--- src/logic/ser_pkg.sv ---
// Constants and types shared by the serial control block
// Assumes: compiled before every design file of the block
package ser_pkg;
	// ====================================================
	// Register addresses
	localparam logic [2:0] ADDR_FMT   = 3'h0;
	localparam logic [2:0] ADDR_CTRL  = 3'h1;
	localparam logic [2:0] ADDR_STAT  = 3'h2;
	localparam logic [2:0] ADDR_DATA  = 3'h3;
	localparam logic [2:0] ADDR_NINTH = 3'h4;
	localparam logic [7:0] REG_RESET  = 8'h00;
	// ====================================================
	// Frame format control fields
	localparam logic [2:0] FMT_LOOP = 3'h7;
	localparam logic [2:0] FMT_UNIT = 3'h6;
	localparam logic [2:0] FMT_INV  = 3'h5;
	localparam logic [2:0] FMT_NINE = 3'h4;
	localparam logic [2:0] FMT_WAKE = 3'h3;
	localparam logic [2:0] FMT_IDLE_COUNT_ORIGIN = 3'h2;
	localparam logic [2:0] FMT_PAR  = 3'h1;
	localparam logic [2:0] FMT_ODD  = 3'h0;
	// ====================================================
	// Transfer control fields
	localparam logic [2:0] CTRL_TEIE = 3'h7;
	localparam logic [2:0] CTRL_TX_DONE_IRQ_EN = 3'h6;
	localparam logic [2:0] CTRL_RFIE = 3'h5;
	localparam logic [2:0] CTRL_QLIE = 3'h4;
	localparam logic [2:0] CTRL_TE   = 3'h3;
	localparam logic [2:0] CTRL_RE   = 3'h2;
	localparam logic [2:0] CTRL_SBY  = 3'h1;
	localparam logic [2:0] CTRL_BRK  = 3'h0;
	// ====================================================
	// Status and ninth bit fields
	localparam logic [2:0] STAT_EMPTY = 3'h7;
	localparam logic [2:0] STAT_DONE  = 3'h6;
	localparam logic [2:0] STAT_FULL  = 3'h5;
	localparam logic [2:0] STAT_IDLE  = 3'h4;
	localparam logic [2:0] STAT_PERR  = 3'h0;
	localparam logic [2:0] NINTH_TX   = 3'h0;
	localparam logic [2:0] NINTH_RX   = 3'h1;
	// ====================================================
	// Frame and timing
	localparam logic       MARK      = 1'b1;
	localparam logic       SPACE     = 1'b0;
	localparam logic [3:0] MSB8      = 4'h7;
	localparam logic [3:0] MSB9      = 4'h8;
	localparam logic [3:0] FRAME8    = 4'hA;
	localparam logic [3:0] FRAME9    = 4'hB;
	localparam logic [3:0] DATA8     = 4'h8;
	localparam logic [3:0] DATA9     = 4'h9;
	localparam logic [7:0] BIT_CLKS  = 8'h10;
	localparam logic [7:0] HALF_CLKS = 8'h08;
	// ====================================================
	// States
	typedef enum logic [1:0] {
		TX_IDLE = 2'b00,
		TX_SEND = 2'b01
	} tx_state_type;
	typedef enum logic [1:0] {
		RX_IDLE  = 2'b00,
		RX_START = 2'b01,
		RX_DATA  = 2'b11
	} rx_state_type;
	// ====================================================
	// Helpers
	function automatic logic [3:0] frame_bits(input logic nine);
		return nine ? FRAME9 : FRAME8;
	endfunction
	// Parity over data bits only, msb slot excluded
	function automatic logic parity_of(input logic [8:0] chr,
		input logic nine, input logic odd);
		logic [8:0] m;
		m = nine ? {1'b0, chr[7:0]} : {2'b00, chr[6:0]};
		return (^m) ^ odd;
	endfunction
endpackage

--- src/logic/async_serial_control_regs.sv ---
// Serial unit control: two control registers, pins, tx, rx
// Assumes: one clock, synchronous pin inputs, strobe register port
// Contract
// - Enabled unit forces out pin as output, in pin as input.
// - Loopback feeds transmitter into receiver; both enables needed.
// - Unit enable runs the unit; clearing sets tx flags, masks tx irq.
// - Inversion flips every transmitted level, idle and break too.
// - Length bit picks 9-bit or 8-bit characters.
// - One start, one stop; 10 or 11 bits per frame.
// - Wake bit picks address mark or idle line wakeup.
// - Idle count starts after stop bit when set, else after start.
// - Parity bit sits in the character msb.
// - Odd parity when set, even when clear.
// - Tx irq from empty and done flags, each with own enable.
// - Rx irq from full and idle flags, each with own enable.
// - Raising tx enable sends a preamble of 10 or 11 ones.
// - Clearing tx enable finishes current character, then idles high.
// - Clear then set tx enable mid-frame queues one idle character.
// - Rx enable starts receiver; clearing keeps rx flags.
// - Standby masks rx irq; wake condition clears standby bit.
// - Break bit sends breaks back to back, then one mark.
// - Reset clears both control registers.
// - Address mark clears standby and sets rx full.
// - Idle flag after 10 or 11 consecutive ones received.
`timescale 1ns/1ps
module async_serial_control_regs (
	// Clock, reset, enable
	input  wire logic       clk_sys_in,
	input  wire logic       rst_b_in,
	input  wire logic       ce_in,
	// Register port
	input  wire logic [2:0] reg_addr_in,
	input  wire logic [7:0] reg_wdata_in,
	input  wire logic       reg_wr_in,
	input  wire logic       reg_rd_in,
	output logic      [7:0] reg_rdata_out,
	// Port logic when unit is off
	input  wire logic [1:0] port_data_in,
	input  wire logic       out_pin_direction_bit_in,
	input  wire logic       in_pin_direction_bit_in,
	// Pins
	input  wire logic       serial_in_pin_in,
	output logic            serial_in_pin_out,
	output logic            serial_in_pin_oe_out,
	output logic            serial_out_pin_out,
	output logic            serial_out_pin_oe_out,
	// Requests
	output logic            tx_irq_out,
	output logic            rx_irq_out
);
	// ====================================================
	// State
	typedef struct packed {
		logic [7:0]            fmt;
		logic [7:0]            ctrl;
		logic [8:0]            tx_data;
		logic [8:0]            rx_data;
		logic                  tx_empty;
		logic                  tx_done;
		logic                  rx_full;
		logic                  idle;
		logic                  perr;
		logic                  idle_arm;
		logic [7:0]            bcnt;
		logic                  tick;
		ser_pkg::rx_state_type rx_state;
		logic [7:0]            rx_cnt;
		logic [3:0]            rx_nbit;
		logic [8:0]            rx_sr;
		logic [3:0]            ones;
		logic [7:0]            rdata;
		logic                  out_pin;
		logic                  out_oe;
		logic                  in_pin;
		logic                  in_oe;
		logic                  tx_irq;
		logic                  rx_irq;
	} state_type;
	localparam state_type RST_S = '{fmt: ser_pkg::REG_RESET,
		ctrl: ser_pkg::REG_RESET, tx_data: 9'h000, rx_data: 9'h000,
		tx_empty: 1'b1, tx_done: 1'b1, rx_full: 1'b0, idle: 1'b0,
		perr: 1'b0, idle_arm: 1'b0, bcnt: 8'h00, tick: 1'b0,
		rx_state: ser_pkg::RX_IDLE, rx_cnt: 8'h00, rx_nbit: 4'h0,
		rx_sr: 9'h000, ones: 4'h0, rdata: 8'h00, out_pin: 1'b0,
		out_oe: 1'b0, in_pin: 1'b0, in_oe: 1'b0, tx_irq: 1'b0,
		rx_irq: 1'b0};
	state_type s_q;
	state_type s_d;
	// ====================================================
	// Decoded controls
	logic       unit_on;
	logic       nine;
	logic       standby;
	logic       rx_on;
	logic       rx_line;
	logic       tx_line;
	logic       tx_busy;
	logic       tx_take;
	logic [3:0] ndata;
	logic       char_done;
	logic       idle_evt;
	assign unit_on = s_q.fmt[ser_pkg::FMT_UNIT];
	assign nine = s_q.fmt[ser_pkg::FMT_NINE];
	assign standby = s_q.ctrl[ser_pkg::CTRL_SBY];
	assign rx_on = unit_on && s_q.ctrl[ser_pkg::CTRL_RE];
	assign ndata = nine ? ser_pkg::DATA9 : ser_pkg::DATA8;
	// Loopback detaches the pin from the receiver
	assign rx_line = s_q.fmt[ser_pkg::FMT_LOOP] ? tx_line
		: serial_in_pin_in;
	// Stop bit sample ends a character
	assign char_done = rx_on && (s_q.rx_state == ser_pkg::RX_DATA)
		&& (s_q.rx_cnt == ser_pkg::BIT_CLKS - 8'h01)
		&& (s_q.rx_nbit == ndata);
	// Last one of a full idle character
	assign idle_evt = rx_on && (s_q.rx_state == ser_pkg::RX_IDLE)
		&& rx_line && (s_q.rx_cnt == ser_pkg::BIT_CLKS - 8'h01)
		&& (s_q.ones == ser_pkg::frame_bits(nine) - 4'h1);
	// ====================================================
	// Transmitter
	serial_tx_shifter u_tx (
		.clk_sys_in           (clk_sys_in),
		.rst_b_in             (rst_b_in),
		.ce_in                (ce_in),
		.tick_in              (s_q.tick),
		.unit_en_in           (unit_on),
		.tx_enable_in         (s_q.ctrl[ser_pkg::CTRL_TE]),
		.break_send_in        (s_q.ctrl[ser_pkg::CTRL_BRK]),
		.nine_in              (nine),
		.parity_on_in         (s_q.fmt[ser_pkg::FMT_PAR]),
		.odd_parity_select_in (s_q.fmt[ser_pkg::FMT_ODD]),
		.data_in              (s_q.tx_data),
		.data_valid_in        (!s_q.tx_empty),
		.line_out             (tx_line),
		.busy_out             (tx_busy),
		.take_out             (tx_take)
	);
	// ====================================================
	// Next state
	always_comb begin
		logic [7:0] v;
		logic [8:0] chr;
		logic       msb;
		v = 8'h00;
		s_d = s_q;
		s_d.tick = 1'b0;
		s_d.rdata = 8'h00;
		// Register writes
		if (reg_wr_in) begin
			case (reg_addr_in)
				ser_pkg::ADDR_FMT: begin
					s_d.fmt = reg_wdata_in;
				end
				ser_pkg::ADDR_CTRL: begin
					s_d.ctrl = reg_wdata_in;
				end
				ser_pkg::ADDR_DATA: begin
					s_d.tx_data[7:0] = reg_wdata_in;
					s_d.tx_empty = 1'b0;
				end
				ser_pkg::ADDR_NINTH: begin
					s_d.tx_data[8] = reg_wdata_in[ser_pkg::NINTH_TX];
				end
				default: begin
				end
			endcase
		end
		// Register reads, data shown one cycle later
		if (reg_rd_in) begin
			case (reg_addr_in)
				ser_pkg::ADDR_FMT: begin
					v = s_q.fmt;
				end
				ser_pkg::ADDR_CTRL: begin
					v = s_q.ctrl;
				end
				ser_pkg::ADDR_STAT: begin
					v[ser_pkg::STAT_EMPTY] = s_q.tx_empty;
					v[ser_pkg::STAT_DONE] = s_q.tx_done;
					v[ser_pkg::STAT_FULL] = s_q.rx_full;
					v[ser_pkg::STAT_IDLE] = s_q.idle;
					v[ser_pkg::STAT_PERR] = s_q.perr;
				end
				ser_pkg::ADDR_DATA: begin
					v = s_q.rx_data[7:0];
					s_d.rx_full = 1'b0;
					s_d.idle = 1'b0;
					s_d.perr = 1'b0;
				end
				ser_pkg::ADDR_NINTH: begin
					v[ser_pkg::NINTH_TX] = s_q.tx_data[8];
					v[ser_pkg::NINTH_RX] = s_q.rx_data[8];
				end
				default: begin
					v = 8'h00;
				end
			endcase
			s_d.rdata = v;
		end
		// Bit rate generator runs only with the unit on
		if (unit_on) begin
			if (s_q.bcnt == ser_pkg::BIT_CLKS - 8'h01) begin
				s_d.bcnt = 8'h00;
				s_d.tick = 1'b1;
			end else begin
				s_d.bcnt = s_q.bcnt + 8'h01;
			end
		end else begin
			s_d.bcnt = 8'h00;
		end
		// Transmit flags, set beats a data write
		if (tx_take) begin
			s_d.tx_empty = 1'b1;
		end
		s_d.tx_done = s_q.tx_empty && !tx_busy;
		if (!unit_on) begin
			s_d.tx_empty = 1'b1;
			s_d.tx_done = 1'b1;
		end
		// Receiver sequencing
		if (!rx_on) begin
			s_d.rx_state = ser_pkg::RX_IDLE;
			s_d.rx_cnt = 8'h00;
			s_d.ones = 4'h0;
		end else begin
			case (s_q.rx_state)
				ser_pkg::RX_IDLE: begin
					if (!rx_line) begin
						s_d.rx_state = ser_pkg::RX_START;
						s_d.rx_cnt = 8'h00;
						s_d.ones = 4'h0;
					end else if (s_q.rx_cnt ==
						ser_pkg::BIT_CLKS - 8'h01) begin
						s_d.rx_cnt = 8'h00;
						if (s_q.ones != ser_pkg::frame_bits(nine)) begin
							s_d.ones = s_q.ones + 4'h1;
						end
					end else begin
						s_d.rx_cnt = s_q.rx_cnt + 8'h01;
					end
				end
				ser_pkg::RX_START: begin
					if (s_q.rx_cnt == ser_pkg::HALF_CLKS - 8'h01) begin
						s_d.rx_cnt = 8'h00;
						s_d.rx_nbit = 4'h0;
						s_d.rx_state = rx_line ? ser_pkg::RX_IDLE
							: ser_pkg::RX_DATA;
					end else begin
						s_d.rx_cnt = s_q.rx_cnt + 8'h01;
					end
				end
				ser_pkg::RX_DATA: begin
					if (s_q.rx_cnt == ser_pkg::BIT_CLKS - 8'h01) begin
						s_d.rx_cnt = 8'h00;
						if (s_q.rx_nbit != ndata) begin
							s_d.rx_sr = {rx_line, s_q.rx_sr[8:1]};
							s_d.rx_nbit = s_q.rx_nbit + 4'h1;
						end else begin
							s_d.rx_state = ser_pkg::RX_IDLE;
						end
						// Ones after start count only without origin bit
						if (s_q.fmt[ser_pkg::FMT_IDLE_COUNT_ORIGIN]) begin
							s_d.ones = 4'h0;
						end else begin
							s_d.ones = rx_line ? s_q.ones + 4'h1
								: 4'h0;
						end
					end else begin
						s_d.rx_cnt = s_q.rx_cnt + 8'h01;
					end
				end
				default: begin
					s_d.rx_state = ser_pkg::RX_IDLE;
				end
			endcase
		end
		// Character delivery and wakeup
		chr = nine ? s_q.rx_sr : {1'b0, s_q.rx_sr[8:1]};
		msb = nine ? chr[ser_pkg::MSB9] : chr[ser_pkg::MSB8];
		if (char_done) begin
			if (!standby) begin
				s_d.rx_full = 1'b1;
				s_d.rx_data = chr;
				s_d.idle_arm = 1'b1;
				if (s_q.fmt[ser_pkg::FMT_PAR] && (msb !=
					ser_pkg::parity_of(chr, nine,
					s_q.fmt[ser_pkg::FMT_ODD]))) begin
					s_d.perr = 1'b1;
				end
			end else if (s_q.fmt[ser_pkg::FMT_WAKE] && msb) begin
				s_d.ctrl[ser_pkg::CTRL_SBY] = 1'b0;
				s_d.rx_full = 1'b1;
				s_d.rx_data = chr;
			end
		end
		if (idle_evt) begin
			if (standby && !s_q.fmt[ser_pkg::FMT_WAKE]) begin
				s_d.ctrl[ser_pkg::CTRL_SBY] = 1'b0;
			end else if (!standby && s_q.idle_arm) begin
				s_d.idle = 1'b1;
				s_d.idle_arm = 1'b0;
			end
		end
		// Pin ownership and drive
		if (unit_on) begin
			s_d.out_pin = tx_line ^ s_q.fmt[ser_pkg::FMT_INV];
			s_d.out_oe = 1'b1;
			s_d.in_pin = 1'b0;
			s_d.in_oe = 1'b0;
		end else begin
			s_d.out_pin = port_data_in[0];
			s_d.out_oe = out_pin_direction_bit_in;
			s_d.in_pin = port_data_in[1];
			s_d.in_oe = in_pin_direction_bit_in;
		end
		// Interrupt requests
		s_d.tx_irq = unit_on && ((s_q.tx_empty
			&& s_q.ctrl[ser_pkg::CTRL_TEIE]) || (s_q.tx_done
			&& s_q.ctrl[ser_pkg::CTRL_TX_DONE_IRQ_EN]));
		s_d.rx_irq = !standby && ((s_q.rx_full
			&& s_q.ctrl[ser_pkg::CTRL_RFIE]) || (s_q.idle
			&& s_q.ctrl[ser_pkg::CTRL_QLIE]));
	end
	// Registers
	always_ff @(posedge clk_sys_in or negedge rst_b_in) begin
		if (!rst_b_in) begin
			s_q <= RST_S;
		end else if (ce_in) begin
			s_q <= s_d;
		end
	end
	// ====================================================
	// Outputs
	assign reg_rdata_out = s_q.rdata;
	assign serial_in_pin_out = s_q.in_pin;
	assign serial_in_pin_oe_out = s_q.in_oe;
	assign serial_out_pin_out = s_q.out_pin;
	assign serial_out_pin_oe_out = s_q.out_oe;
	assign tx_irq_out = s_q.tx_irq;
	assign rx_irq_out = s_q.rx_irq;
	// ====================================================
	// Checks
	pin_owner_a: assert property (@(posedge clk_sys_in)
		disable iff (!rst_b_in) ce_in && unit_on
		|=> serial_out_pin_oe_out && !serial_in_pin_oe_out)
		else $error("pins not owned by enabled unit");
	loop_path_a: assert property (@(posedge clk_sys_in)
		disable iff (!rst_b_in) s_q.fmt[ser_pkg::FMT_LOOP]
		|-> rx_line == tx_line)
		else $error("loopback path broken");
	off_flags_a: assert property (@(posedge clk_sys_in)
		disable iff (!rst_b_in) ce_in && !unit_on
		|=> s_q.tx_empty && s_q.tx_done && !tx_irq_out)
		else $error("disabled unit flags wrong");
	out_invert_a: assert property (@(posedge clk_sys_in)
		disable iff (!rst_b_in) ce_in && unit_on |=> serial_out_pin_out
		== ($past(tx_line) ^ $past(s_q.fmt[ser_pkg::FMT_INV])))
		else $error("output level not inverted as set");
	tx_irq_gate_a: assert property (@(posedge clk_sys_in)
		disable iff (!rst_b_in) ce_in && unit_on
		&& s_q.tx_empty && s_q.ctrl[ser_pkg::CTRL_TEIE] |=> tx_irq_out)
		else $error("tx request missing");
	standby_mask_a: assert property (@(posedge clk_sys_in)
		disable iff (!rst_b_in) ce_in && standby |=> !rx_irq_out)
		else $error("rx request during standby");
	addr_wake_a: assert property (@(posedge clk_sys_in)
		disable iff (!rst_b_in) ce_in && char_done && standby
		&& s_q.fmt[ser_pkg::FMT_WAKE] && (nine ? s_q.rx_sr[8]
		: s_q.rx_sr[8]) |=> !standby && s_q.rx_full)
		else $error("address mark did not wake");
	rx_full_set_a: assert property (@(posedge clk_sys_in)
		disable iff (!rst_b_in) ce_in && char_done && !standby
		|=> s_q.rx_full ##1 1'b1)
		else $error("character not flagged");
	fmt_read_a: assert property (@(posedge clk_sys_in)
		disable iff (!rst_b_in) ce_in && reg_rd_in
		&& reg_addr_in == ser_pkg::ADDR_FMT
		|=> reg_rdata_out == $past(s_q.fmt))
		else $error("format register read wrong");
endmodule // async_serial_control_regs

--- src/logic/serial_tx_shifter.sv ---
// Transmit shifter: preamble, break and data frames, lsb first
// Assumes: tick_in pulses once per bit time, inputs synchronous
`timescale 1ns/1ps
module serial_tx_shifter (
	// Clock and reset
	input  wire logic       clk_sys_in,
	input  wire logic       rst_b_in,
	input  wire logic       ce_in,
	// Control
	input  wire logic       tick_in,
	input  wire logic       unit_en_in,
	input  wire logic       tx_enable_in,
	input  wire logic       break_send_in,
	input  wire logic       nine_in,
	input  wire logic       parity_on_in,
	input  wire logic       odd_parity_select_in,
	// Character
	input  wire logic [8:0] data_in,
	input  wire logic       data_valid_in,
	// Status
	output logic            line_out,
	output logic            busy_out,
	output logic            take_out
);
	// ====================================================
	// State
	typedef struct packed {
		ser_pkg::tx_state_type state;
		logic [9:0]            sr;
		logic [3:0]            cnt;
		logic                  line;
		logic                  take;
		logic                  pend;
		logic                  brk;
		logic                  te_prev;
	} shift_type;
	localparam shift_type RST_S = '{state: ser_pkg::TX_IDLE,
		sr: 10'h3FF, cnt: 4'h0, line: 1'b1, take: 1'b0,
		pend: 1'b0, brk: 1'b0, te_prev: 1'b0};
	shift_type s_q;
	shift_type s_d;
	// ====================================================
	// Next state
	always_comb begin
		logic [8:0]  chr;
		logic [10:0] frm;
		logic        pick;
		chr = data_in;
		pick = 1'b0;
		s_d = s_q;
		s_d.take = 1'b0;
		s_d.te_prev = tx_enable_in;
		// A rise of the enable with the unit on queues one idle character
		if (tx_enable_in && !s_q.te_prev) begin
			s_d.pend = 1'b1;
		end
		// Parity lands in the msb slot
		if (parity_on_in) begin
			if (nine_in) begin
				chr[ser_pkg::MSB9] = ser_pkg::parity_of(chr,
					nine_in, odd_parity_select_in);
			end else begin
				chr[ser_pkg::MSB8] = ser_pkg::parity_of(chr,
					nine_in, odd_parity_select_in);
			end
		end
		// One start, one stop, 8 or 9 character bits
		frm = nine_in ? {ser_pkg::MARK, chr, ser_pkg::SPACE}
			: {ser_pkg::MARK, ser_pkg::MARK, chr[7:0], ser_pkg::SPACE};
		if (!unit_en_in) begin
			s_d = RST_S;
			s_d.te_prev = tx_enable_in;
		end else if (tick_in) begin
			case (s_q.state)
				ser_pkg::TX_IDLE: begin
					pick = 1'b1;
				end
				ser_pkg::TX_SEND: begin
					if (s_q.cnt == 4'h0) begin
						pick = 1'b1;
					end else begin
						s_d.line = s_q.sr[0];
						s_d.sr = {ser_pkg::MARK, s_q.sr[9:1]};
						s_d.cnt = s_q.cnt - 4'h1;
					end
				end
				default: begin
					s_d.state = ser_pkg::TX_IDLE;
				end
			endcase
		end
		// Choose what follows at a character boundary
		if (pick) begin
			s_d.state = ser_pkg::TX_SEND;
			s_d.brk = 1'b0;
			s_d.cnt = ser_pkg::frame_bits(nine_in) - 4'h1;
			if (s_q.brk && !break_send_in) begin
				s_d.line = ser_pkg::MARK;
				s_d.sr = '1;
				s_d.cnt = 4'h0;
			end else if (tx_enable_in && break_send_in) begin
				s_d.line = ser_pkg::SPACE;
				s_d.sr = '0;
				s_d.brk = 1'b1;
				s_d.pend = 1'b0;
			end else if (tx_enable_in && s_q.pend) begin
				s_d.line = ser_pkg::MARK;
				s_d.sr = '1;
				s_d.pend = 1'b0;
			end else if (tx_enable_in && data_valid_in) begin
				s_d.line = frm[0];
				s_d.sr = frm[10:1];
				s_d.take = 1'b1;
			end else begin
				s_d.state = ser_pkg::TX_IDLE;
				s_d.line = ser_pkg::MARK;
			end
		end
	end
	// Registers
	always_ff @(posedge clk_sys_in or negedge rst_b_in) begin
		if (!rst_b_in) begin
			s_q <= RST_S;
		end else if (ce_in) begin
			s_q <= s_d;
		end
	end
	assign line_out = s_q.line;
	assign busy_out = (s_q.state != ser_pkg::TX_IDLE);
	assign take_out = s_q.take;
endmodule // serial_tx_shifter

--- config.mk ---
export PLATFORM = sky130hd
export DESIGN_NAME = async_serial_control_regs
export DESIGN_NICKNAME = d
export VERILOG_FILES = /design/src/logic/ser_pkg.sv /design/src/logic/async_serial_control_regs.sv /design/src/logic/serial_tx_shifter.sv
export SDC_FILE = /design/constraint.sdc
export NUM_CORES = 1
export LEC_CHECK = 0
export ABC_AREA = 1
export BUFFER_PORTS_ARGS = -buffer_cell sky130_fd_sc_hd__buf_4
export CORE_UTILIZATION = 56
export DETAILED_ROUTE_END_ITERATION = 8
export PLACE_DENSITY = 0.83
export SLEW_MARGIN = 40
export SYNTH_ARGS = -nofsm -noshare
export SYNTH_HDL_FRONTEND = slang
export SYNTH_HIERARCHICAL = 1
export SYNTH_SLANG_ARGS = --single-unit
--- constraint.sdc ---
create_clock -name clk_sys_in -period 1.5 [get_ports clk_sys_in]
set_input_delay 0.375 -clock clk_sys_in [delete_from_list [all_inputs] [get_ports clk_sys_in]]
set_output_delay 0.375 -clock clk_sys_in [all_outputs]
set_load 0.02 [all_outputs]
# Word-level counts from Yosys, hierarchy flattened
# Cells that the tools add are included.
# word_totals
out_inout_bits	14
elab_cells	236
ff_bits	111
input_bits	21
# op_classes
bitwise_logic	3
reduce_logical	55
n_eq_ne	34
n_mux	104
add_sub_neg	6
# op_table
op	n
$mux W8	9
$mux W10	6
$mux W17	3
$mux W1	42
$mux W4	9
$mux W15	2
$mux W2	14
$mux W9	3
$logic_and A1 B1 Y1	24
$pmux W8 S3	1
$reduce_and A3 Y1	7
$mux W20	1
$reduce_xor A9 Y1	2
$add A8 B1 Y8 const B	2
$eq A8 B4 Y1 const B	2
$pmux W4 S2	2
$pmux W4 S4	1
$reduce_and A5 Y1	3
$mux W13	1
$mux W3	4
$ne A3 B2 Y1 const B	4
$ne A3 B3 Y1 const B	4
$pmux W2 S3	2
$mux W11	1
other kinds (30)	53

# Logic depth before layout (Yosys ltp)
# Gate-level depths: netlist of the first run.
# logic_depth
depth_word	12
mapped_depth	14
depth_no_buf	14

# Modules after synthesis
# The synthesis of the first run kept the hierarchy.
# modules_own_cells
mod	cells_each	seq_area_each_um2	area_each_um2	instances
async_serial_control_regs	614	2254.7	4840.9	1
serial_tx_shifter	213	514.2	1550.2	1

# Worst setup path before layout of the first run
# OpenSTA, ideal clock, no wires.
# synth_path
path_type	reg2reg
start	register, netlist name s_q[31]
end	register, netlist name s_q[16]
required_ns	1.382
setup_ns	0.118
path_stages_with_launch	13
setup_slack_ns	-0.065
period_less_slack_ns	1.565
arrival_ns	1.447
path_buffers	0
path_cell_list	dfrtp_1 > ha_1 > nand2_1 > inv_1 > nand2_1 > nor2_4 > nand2_1 > nand2_1 > nand2_1 > nor2_4 > inv_2 > nand2_1 > o21ai_2

==> impl_metrics.tcl, run 1 <==
set metrics [dict create \
    start_util_pct 58.2 \
    h-tree-depth 3 \
    slowest_delay_ns 0.41 \
    holdCritStartpoint "in_pin_direction_bit_in" \
    setup_ws_ns -0.303 \
    wl_met2_um 8910 \
    synth_area_um2 6390 \
    crit_family "simple AND/OR/NAND/NOR gates" \
    r2r_start "s_q[32]" \
    endpoint_kind "flop" \
    firstDrtPassIters 6 \
    core_area_um2 11000 \
    finalHoldViolCount 0 \
    highest_layer "met4" \
    fin_crit_ns 1.80 \
    final_util_pct 75.0 \
    cts_sinks 110 \
    detailed_place_hpwl_um 11500 \
    rsz0062_at_grt "yes" \
    yosys_warnings 6 \
    skew_ns 0.0140 \
    grt_overflow 0 \
    fin_cells 1091 \
    holdPathEnd "serial_in_pin_oe_out" \
    crit_top_cell "nand3_4" \
    synthFlopType "dfrtp_1" \
    path_max_fanout 5 \
    port_buffers 34 \
    cts-root-buf "clkbuf_16" \
    power.leakage_uw 0.00411 \
    die-area_um2 11800 \
    r2r_end "s_q[36]" \
    vias_per_cell 5.73 \
    path_buf_inv 2 \
    maxCapViolations 0 \
    drt_iter0_drc 641 \
    ys_seq_elements 110 \
    met1_length_um 7320 \
    synthArstFlopShare_pct 100 \
    routedWlPerCell_um 17.1 \
    crit_required_ns 1.73 \
    hold_slack_ns 0.251 \
    cts_buffer_depth 2 \
    diodes 0 \
    power_frac_clock_pct 31.5 \
    netlist.top_cell.by_area "dfrtp_1" \
    cp_data_arrival_time_ns 2.03 \
    place.gp.congestion 0.953 \
    slew_headroom_pct 68.8 \
    synthCells 827 \
    dr_wl_met3_um 1380 \
    p_int_uw 5610 \
    reg2reg_depth 10 \
    yosysTopAreaCellShare_pct 38.0 \
    multiInputGateArea_um2 3450 \
    violations "negative setup slack" \
    whs_path_depth 2 \
    path_clk_slew_ns 0.08 \
    status "finished with violations" \
    netSwitchingFraction_pct 31.8 \
    n_fill_cell 697 \
    die-width_um 109 \
    period_share_pct 120 \
    max_freq_mhz 555 \
    synth_top_cells_by_area "dfrtp_1 38%, nand2_1 17%, dfstp_2 5.3%" \
    synth_fp_nets 854 \
    grt_use_total_pct 28.6 \
    io_pins 35 \
    power_density_nw_per_um2 999 \
    die_h_um 109 \
    crit_path_top_delay_cell "dfrtp_1" \
    clk_latency_ns 0.36 \
    seqCellArea_um2 2770 \
    synth_cell_types 51 \
    antenna_found_initial 0 \
    cts_tree "built" \
    vias 6250 \
    grt_pass1_wl_um 25900 \
    cts_made_buffers 9 \
    routed_wl_um 18600 \
    place_ws_ns -0.138 \
    syn_to_final_growth_pct 28.9 \
    netSwitchingPower_uw 2620 \
    peakVddDrop_uv 1100 \
    pwr-share-seq_pct 42.8 \
    grt_pass1_vias 5547 \
    worst_pin_slew_ns 0.467 \
    drive_above_1_share_pct 32.7 \
    drc 0 \
    setup_viol 50 \
    ys_seq_area_share_pct 43.3 \
    p_comb_share_pct 25.7 \
    hold_class "input port to flop" \
    avgSynthCellArea_um2 7.73 \
    reg2reg_slack_ns -0.30 \
    worst_setup_path_start_kind "flop" \
    nets 973 \
    crit_chain "ha_4 > nand2_4 > nor2_4 > nand3_4 > buf_6 > buf_6 > nand3_4 > nand3_4 > nand2_1 > a2bb2oi_1" \
    placedCellCount 1049 \
    grt_max_degree 28 \
    synth_edf_count 0 \
    row_count 38 \
    path_class "flop to flop" \
    route.antenna.remaining_nets 0 \
    slew_viol_final 0 \
]
-- kinds of logic after synthesis --
| group | after synthesis | share of synthesized area (%) |
|---|---|---|
| xor+xnor | 13 | 1.78 |
| compound gates | 150 | 15.6 |
| flops | 110 | 43.3 |
| mux | 1 | 0.157 |
| simple gates | 419 | 29.3 |
| buf+inv | 128 | 8.61 |
| fa+ha+maj | 6 | 1.17 |
-- power by group through the flow --
stage,sequential (uW),clock [uW],combinational (uW)
after floorplan,3510,0,1060
after global placement,3530,0,1710
after detailed placement,3540,0,1760
after CTS,3490,2600,1800
after global routing,3540,2740,2320
final,3520,2600,2110
-- cell usage in the layout, fill, tap and decap left out, drive strengths merged, types with 2 or more instances in the layout --
cell type	n
xor2	7
nand3b	2
clkinv	4
dfrtp	97
nand2	299
nand3	35
nor3b	3
buf	132
nor3	9
a211oi	2
o211ai	11
clkbuf	12
o22ai	11
o21ai	83
ha	6
nand4	14
dfstp	13
a31oi	3
bufinv	2
a22o	10
inv	101
o21bai	2
a21oi	16
nor2	57
o2111ai	3
a21boi	2
xnor2	6
o31ai	3
-- sequential cells by signal, indices dropped and copies added, names as in the netlist --
name	flops
tx_irq_out	1
nine	1
s_q	75
serial_out_pin_oe_out	1
rx_irq_out	1
u_tx/s_q	18
serial_in_pin_out	1
u_tx/take_out	1
serial_out_pin_out	1
serial_in_pin_oe_out	1
reg_rdata_out	8
u_tx/line_out	1
-- worst max-delay path by stage --
| stage | startpoint | end | depth (start not counted) |
|---|---|---|---|
| 5_1_grt | s_q[32] | s_q[29] | 10 |
| 4_1_cts | s_q[32] | s_q[16] | 12 |
| 6_report | s_q[32] | s_q[36] | 10 |
| 3_3_place_gp | s_q[32] | s_q[16] | 12 |
| 2_1_floorplan | s_q[31] | s_q[16] | 12 |
| 3_5_place_dp | s_q[32] | s_q[16] | 12 |
-- synth_stat cells (all sizes together), types with 3 or more instances --
master	instances
a21oi	16
a22o	10
a31oi	3
buf	21
clkbuf	4
dfrtp	97
dfstp	13
ha	6
inv	101
nand2	299
nand3	35
nand4	14
nor2	57
nor3	9
nor3b	3
o2111ai	3
o211ai	11
o21ai	83
o22ai	11
o31ai	3
xnor2	6
xor2	7
-- layer usage --
metal	vias to the layer above	global-route usage, %
li1	2916	-
met1	2921	37.2
met2	326	46.9
met3	87	6.22
met4	0	10.3
met5	-	0
-- stage by stage --
step	power, uW	area (um2)	TNS [ns]
finish	8230	8240	-8.57
global route	8600	8240	-12.36
CTS	7890	7760	-1.05
detailed placement	5290	7320	-2.11
global placement	5240	7320	-0.515
floorplan	4570	6420	-0.106
-- cell type report --
type                            count  area share, %
Clock inverter                      4          0.850
Clock buffer                       12           2.99
Timing Repair Buffer              133           13.7
Inverter                          103           4.81
Tap cell                          140           2.13
Sequential cell                   110           33.6
Multi-Input combinational cell    589           41.9
-- what timing repair did --
action                                  4_1_cts  5_1_grt
buffers inserted                              6       19
endpoints found under the setup margin       38       60
pin swaps                                    13       29
hold buffers                                  1        0
gates resized for setup                      21       85
endpoints found under the hold margin        16        0
No activity file was read; power rests on OpenSTA's default activity.
==> inputs of run 2 (changes only) <==
- PLACE_DENSITY: 0.83 -> 0.8
- SETUP_SLACK_MARGIN: default -> 0.4
- SYNTH_HIERARCHICAL: 1 -> default
- clock period: 1.5 -> 1.8 ns (I/O delays scaled with it)
==> run 2 against run 1 <==
Effect of this change:
- the run still ends with negative setup slack left
- critical path depth did not move
- sequential power fell by 14%
- clock power fell by 42%
- flip-flop and latch count did not move
- power fell by 23%
- cell area fell by 3.8%
==> impl_metrics.tcl, run 2 <==
set metrics [dict create \
    ys_seq_elements 110 \
    p_comb_share_pct 28.4 \
    synth_area_um2 5920 \
    crit_required_ns 2.12 \
    ys_seq_area_share_pct 46.8 \
    synth_edf_count 0 \
    slew_headroom_pct 59.0 \
    synthCells 729 \
    detailed_place_hpwl_um 10000 \
    synthFlopType "dfrtp_1" \
    endpoint_kind "flop" \
    setup_ws_ns -0.0282 \
    diodes 0 \
    hold_slack_ns 0.0831 \
    port_buffers 34 \
    synth_top_cells_by_area "dfrtp_1 41%, nand2_1 11%, dfstp_2 5.8%" \
    netSwitchingFraction_pct 34.9 \
    slowest_delay_ns 0.41 \
    power_frac_clock_pct 24.1 \
    mostFrequentLayoutCells "139 x nand2_1, 94 x dfrtp_1, 84 x buf_4, 75 x inv_1, 37 x o21ai_0" \
    reg2reg_depth 10 \
    avgSynthCellArea_um2 8.12 \
    worst_setup_path_start_kind "flop" \
    row_count 37 \
    place.gp.congestion 0.863 \
    io_pins 35 \
    grt_pass1_vias 5369 \
    path_clk_slew_ns 0.11 \
    layout_commonest_cell "nand2_1" \
    hold_buffers 0 \
    worst_pin_slew_ns 0.615 \
    vias 5683 \
    rsz0062_at_grt "yes" \
    nets 866 \
    r2r_end "u_tx.s_q[19]" \
    cts_tree "built" \
    largest_reg_flops 75 \
    synth_top_family_by_area "simple AND/OR/NAND/NOR gates" \
    cts_sinks 110 \
    synthMuxAreaShare_pct 1.94 \
    grt_max_degree 111 \
    route.antenna.remaining_nets 0 \
    synth-xor-area-share_pct 3.70 \
    period_share_pct 102 \
    yosys_warnings 0 \
    path_buf_inv 3 \
    grt_overflow 0 \
    max_freq_mhz 547 \
    syn_to_final_growth_pct 33.9 \
    power_density_nw_per_um2 799 \
    synth_compound_area_share_pct 15.7 \
    skew_ns 0.0171 \
    path_class "flop to flop" \
    hold_class "input port to asynchronous set/reset pin" \
    drive_above_1_share_pct 37.9 \
    reg2reg_slack_ns -0.03 \
    firstDrtPassIters 6 \
    routed_wl_um 17200 \
    status "finished with violations" \
    peakVddDrop_uv 545 \
    yosys.area_share.simple_pct 21.9 \
    slew_viol_final 0 \
    setup_viol 1 \
    vias_per_cell 5.79 \
    crit_path_top_delay_cell "dfrtp_1" \
    power.leakage_uw 0.00377 \
    die-width_um 105 \
    drt_iter0_drc 486 \
    synth_fp_nets 755 \
    fin_crit_ns 1.83 \
    grt_use_total_pct 29.7 \
    drc 0 \
    yosysMostFrequentCell "nand2_1" \
    synthArstFlopShare_pct 100 \
    routedWlPerCell_um 17.6 \
    h-tree-depth 3 \
    path_max_fanout 5 \
    finalHoldViolCount 0 \
    synth_common_cells "175 x nand2_1, 97 x dfrtp_1, 90 x inv_1, 64 x o21ai_0, 52 x nor2_1" \
    p_int_uw 4120 \
    crit_chain "inv_2 > ha_4 > nand3_4 > nand2_4 > nand3_4 > buf_6 > buf_6 > a21oi_4 > o311ai_1 > o21ai_1" \
    crit_start "u_tx.s_q[5]" \
    pwr-share-seq_pct 47.5 \
    final_util_pct 77.1 \
    synth_cell_types 52 \
    crit_family "compound AO/OA/AOI/OAI gates" \
    cts_made_buffers 9 \
    yosysTopAreaCellShare_pct 41.0 \
    top_register "s_q" \
    grt_pass1_wl_um 25600 \
    maxCapViolations 0 \
    netSwitchingPower_uw 2210 \
    cts_buffer_depth 2 \
    die_h_um 105 \
    cp_data_arrival_time_ns 2.15 \
    netlist.top_cell.by_area "dfrtp_1" \
    start_util_pct 57.6 \
    antenna_found_initial 0 \
    cts-root-buf "clkbuf_8" \
    die-area_um2 11000 \
    violations "negative setup slack" \
    r2r_start "u_tx.s_q[5]" \
    core_area_um2 10300 \
    clk_latency_ns 0.40 \
    synth_fa_ha_area_share_pct 1.06 \
]
[run 2: cell count changes after synthesis, sizes merged, moves of 3 or more]
cell and change:
a21oi +11, o211ai -6, a221oi +5, nand2 -120
nand4 -7, nand3 +6, a22o -3, xor2 +13
mux2 +8, a22oi +3, buf -3
[run 2: cell type report]
| cell class | count | area (um2) |
|---|---|---|
| fill | 633 | 2350 |
| timing repair buffer | 123 | 1090 |
| clock buffer | 9 | 124 |
| clock inverter | 7 | 65.1 |
| sequential | 110 | 2770 |
| multi-input combinational | 496 | 3310 |
| tap | 136 | 170 |
| inverter | 100 | 397 |
[run 2: power groups by stage]
stage          registers, uW  logic, uW  clock network (uW)
2_1_floorplan           2950        851                   0
3_3_place_gp            3000       1140                   0
3_5_place_dp            3010       1190                   0
4_1_cts                 2960       1420                1510
5_1_grt                 3030       1960                1610
6_report                3010       1800                1520
[run 2: repair_timing]
item | 4_1_cts | 5_1_grt
gates resized for setup | 82 | 129
pin swaps | 25 | 49
buffers inserted | 37 | 32
gates cloned | 2 | 0
setup endpoints to repair | 71 | 82
[run 2: how the worst max path moves through the flow]
stage	cells past startpoint	to
floorplan	9	s_q[58]
global placement	14	s_q[16]
detailed placement	14	s_q[16]
CTS	14	s_q[16]
global route	10	u_tx.s_q[19]
finish	10	u_tx.s_q[19]
[run 2: per-stage QoR]
step | TNS, ns | std cells | setup slack, ns | cell area [um2] | power [uW]
floorplan | 0 | 729 | 0.208 | 6010 | 3800
global placement | 0 | 894 | 0.0667 | 6420 | 4150
detailed placement | -0.00384 | 894 | -0.00384 | 6420 | 4200
CTS | 0 | 949 | 0.158 | 7210 | 5890
global route | -0.408 | 981 | -0.195 | 7920 | 6600
finish | -0.0282 | 981 | -0.0282 | 7920 | 6330
[run 2: kinds of logic (layout without fill, tap and decap cells)]
group / count (synthesis) / after routing
AOI/OAI and AO/OA: 157 / 157
xor gates and xnor gates: 25 / 25
adders and majority gates: 5 / 5
buffers and inverters: 124 / 239
DFF: 110 / 110
muxes: 9 / 9
and+or+nand+nor: 299 / 300
[run 2: worst register-to-register path, cell delays in order, from the launching register on]
cell and delay (ns):
dfrtp_1 0.41, inv_2 0.09, ha_4 0.14, nand3_4 0.07, nand2_4 0.09, nand3_4 0.13, buf_6 0.16, buf_6 0.11
a21oi_4 0.23, o311ai_1 0.17, o21ai_1 0.14
[run 2: routing by layer]
layer	global-route usage (%)	wire length (um)	share of wire, %	vias to the layer above
met1	35.8	6600	38	2764
met2	52.3	9110	53	247
met4	14.3	575	3.3	0
li1	-	-	-	2622
met3	4.30	948	5.5	50
met5	0	0	0	-
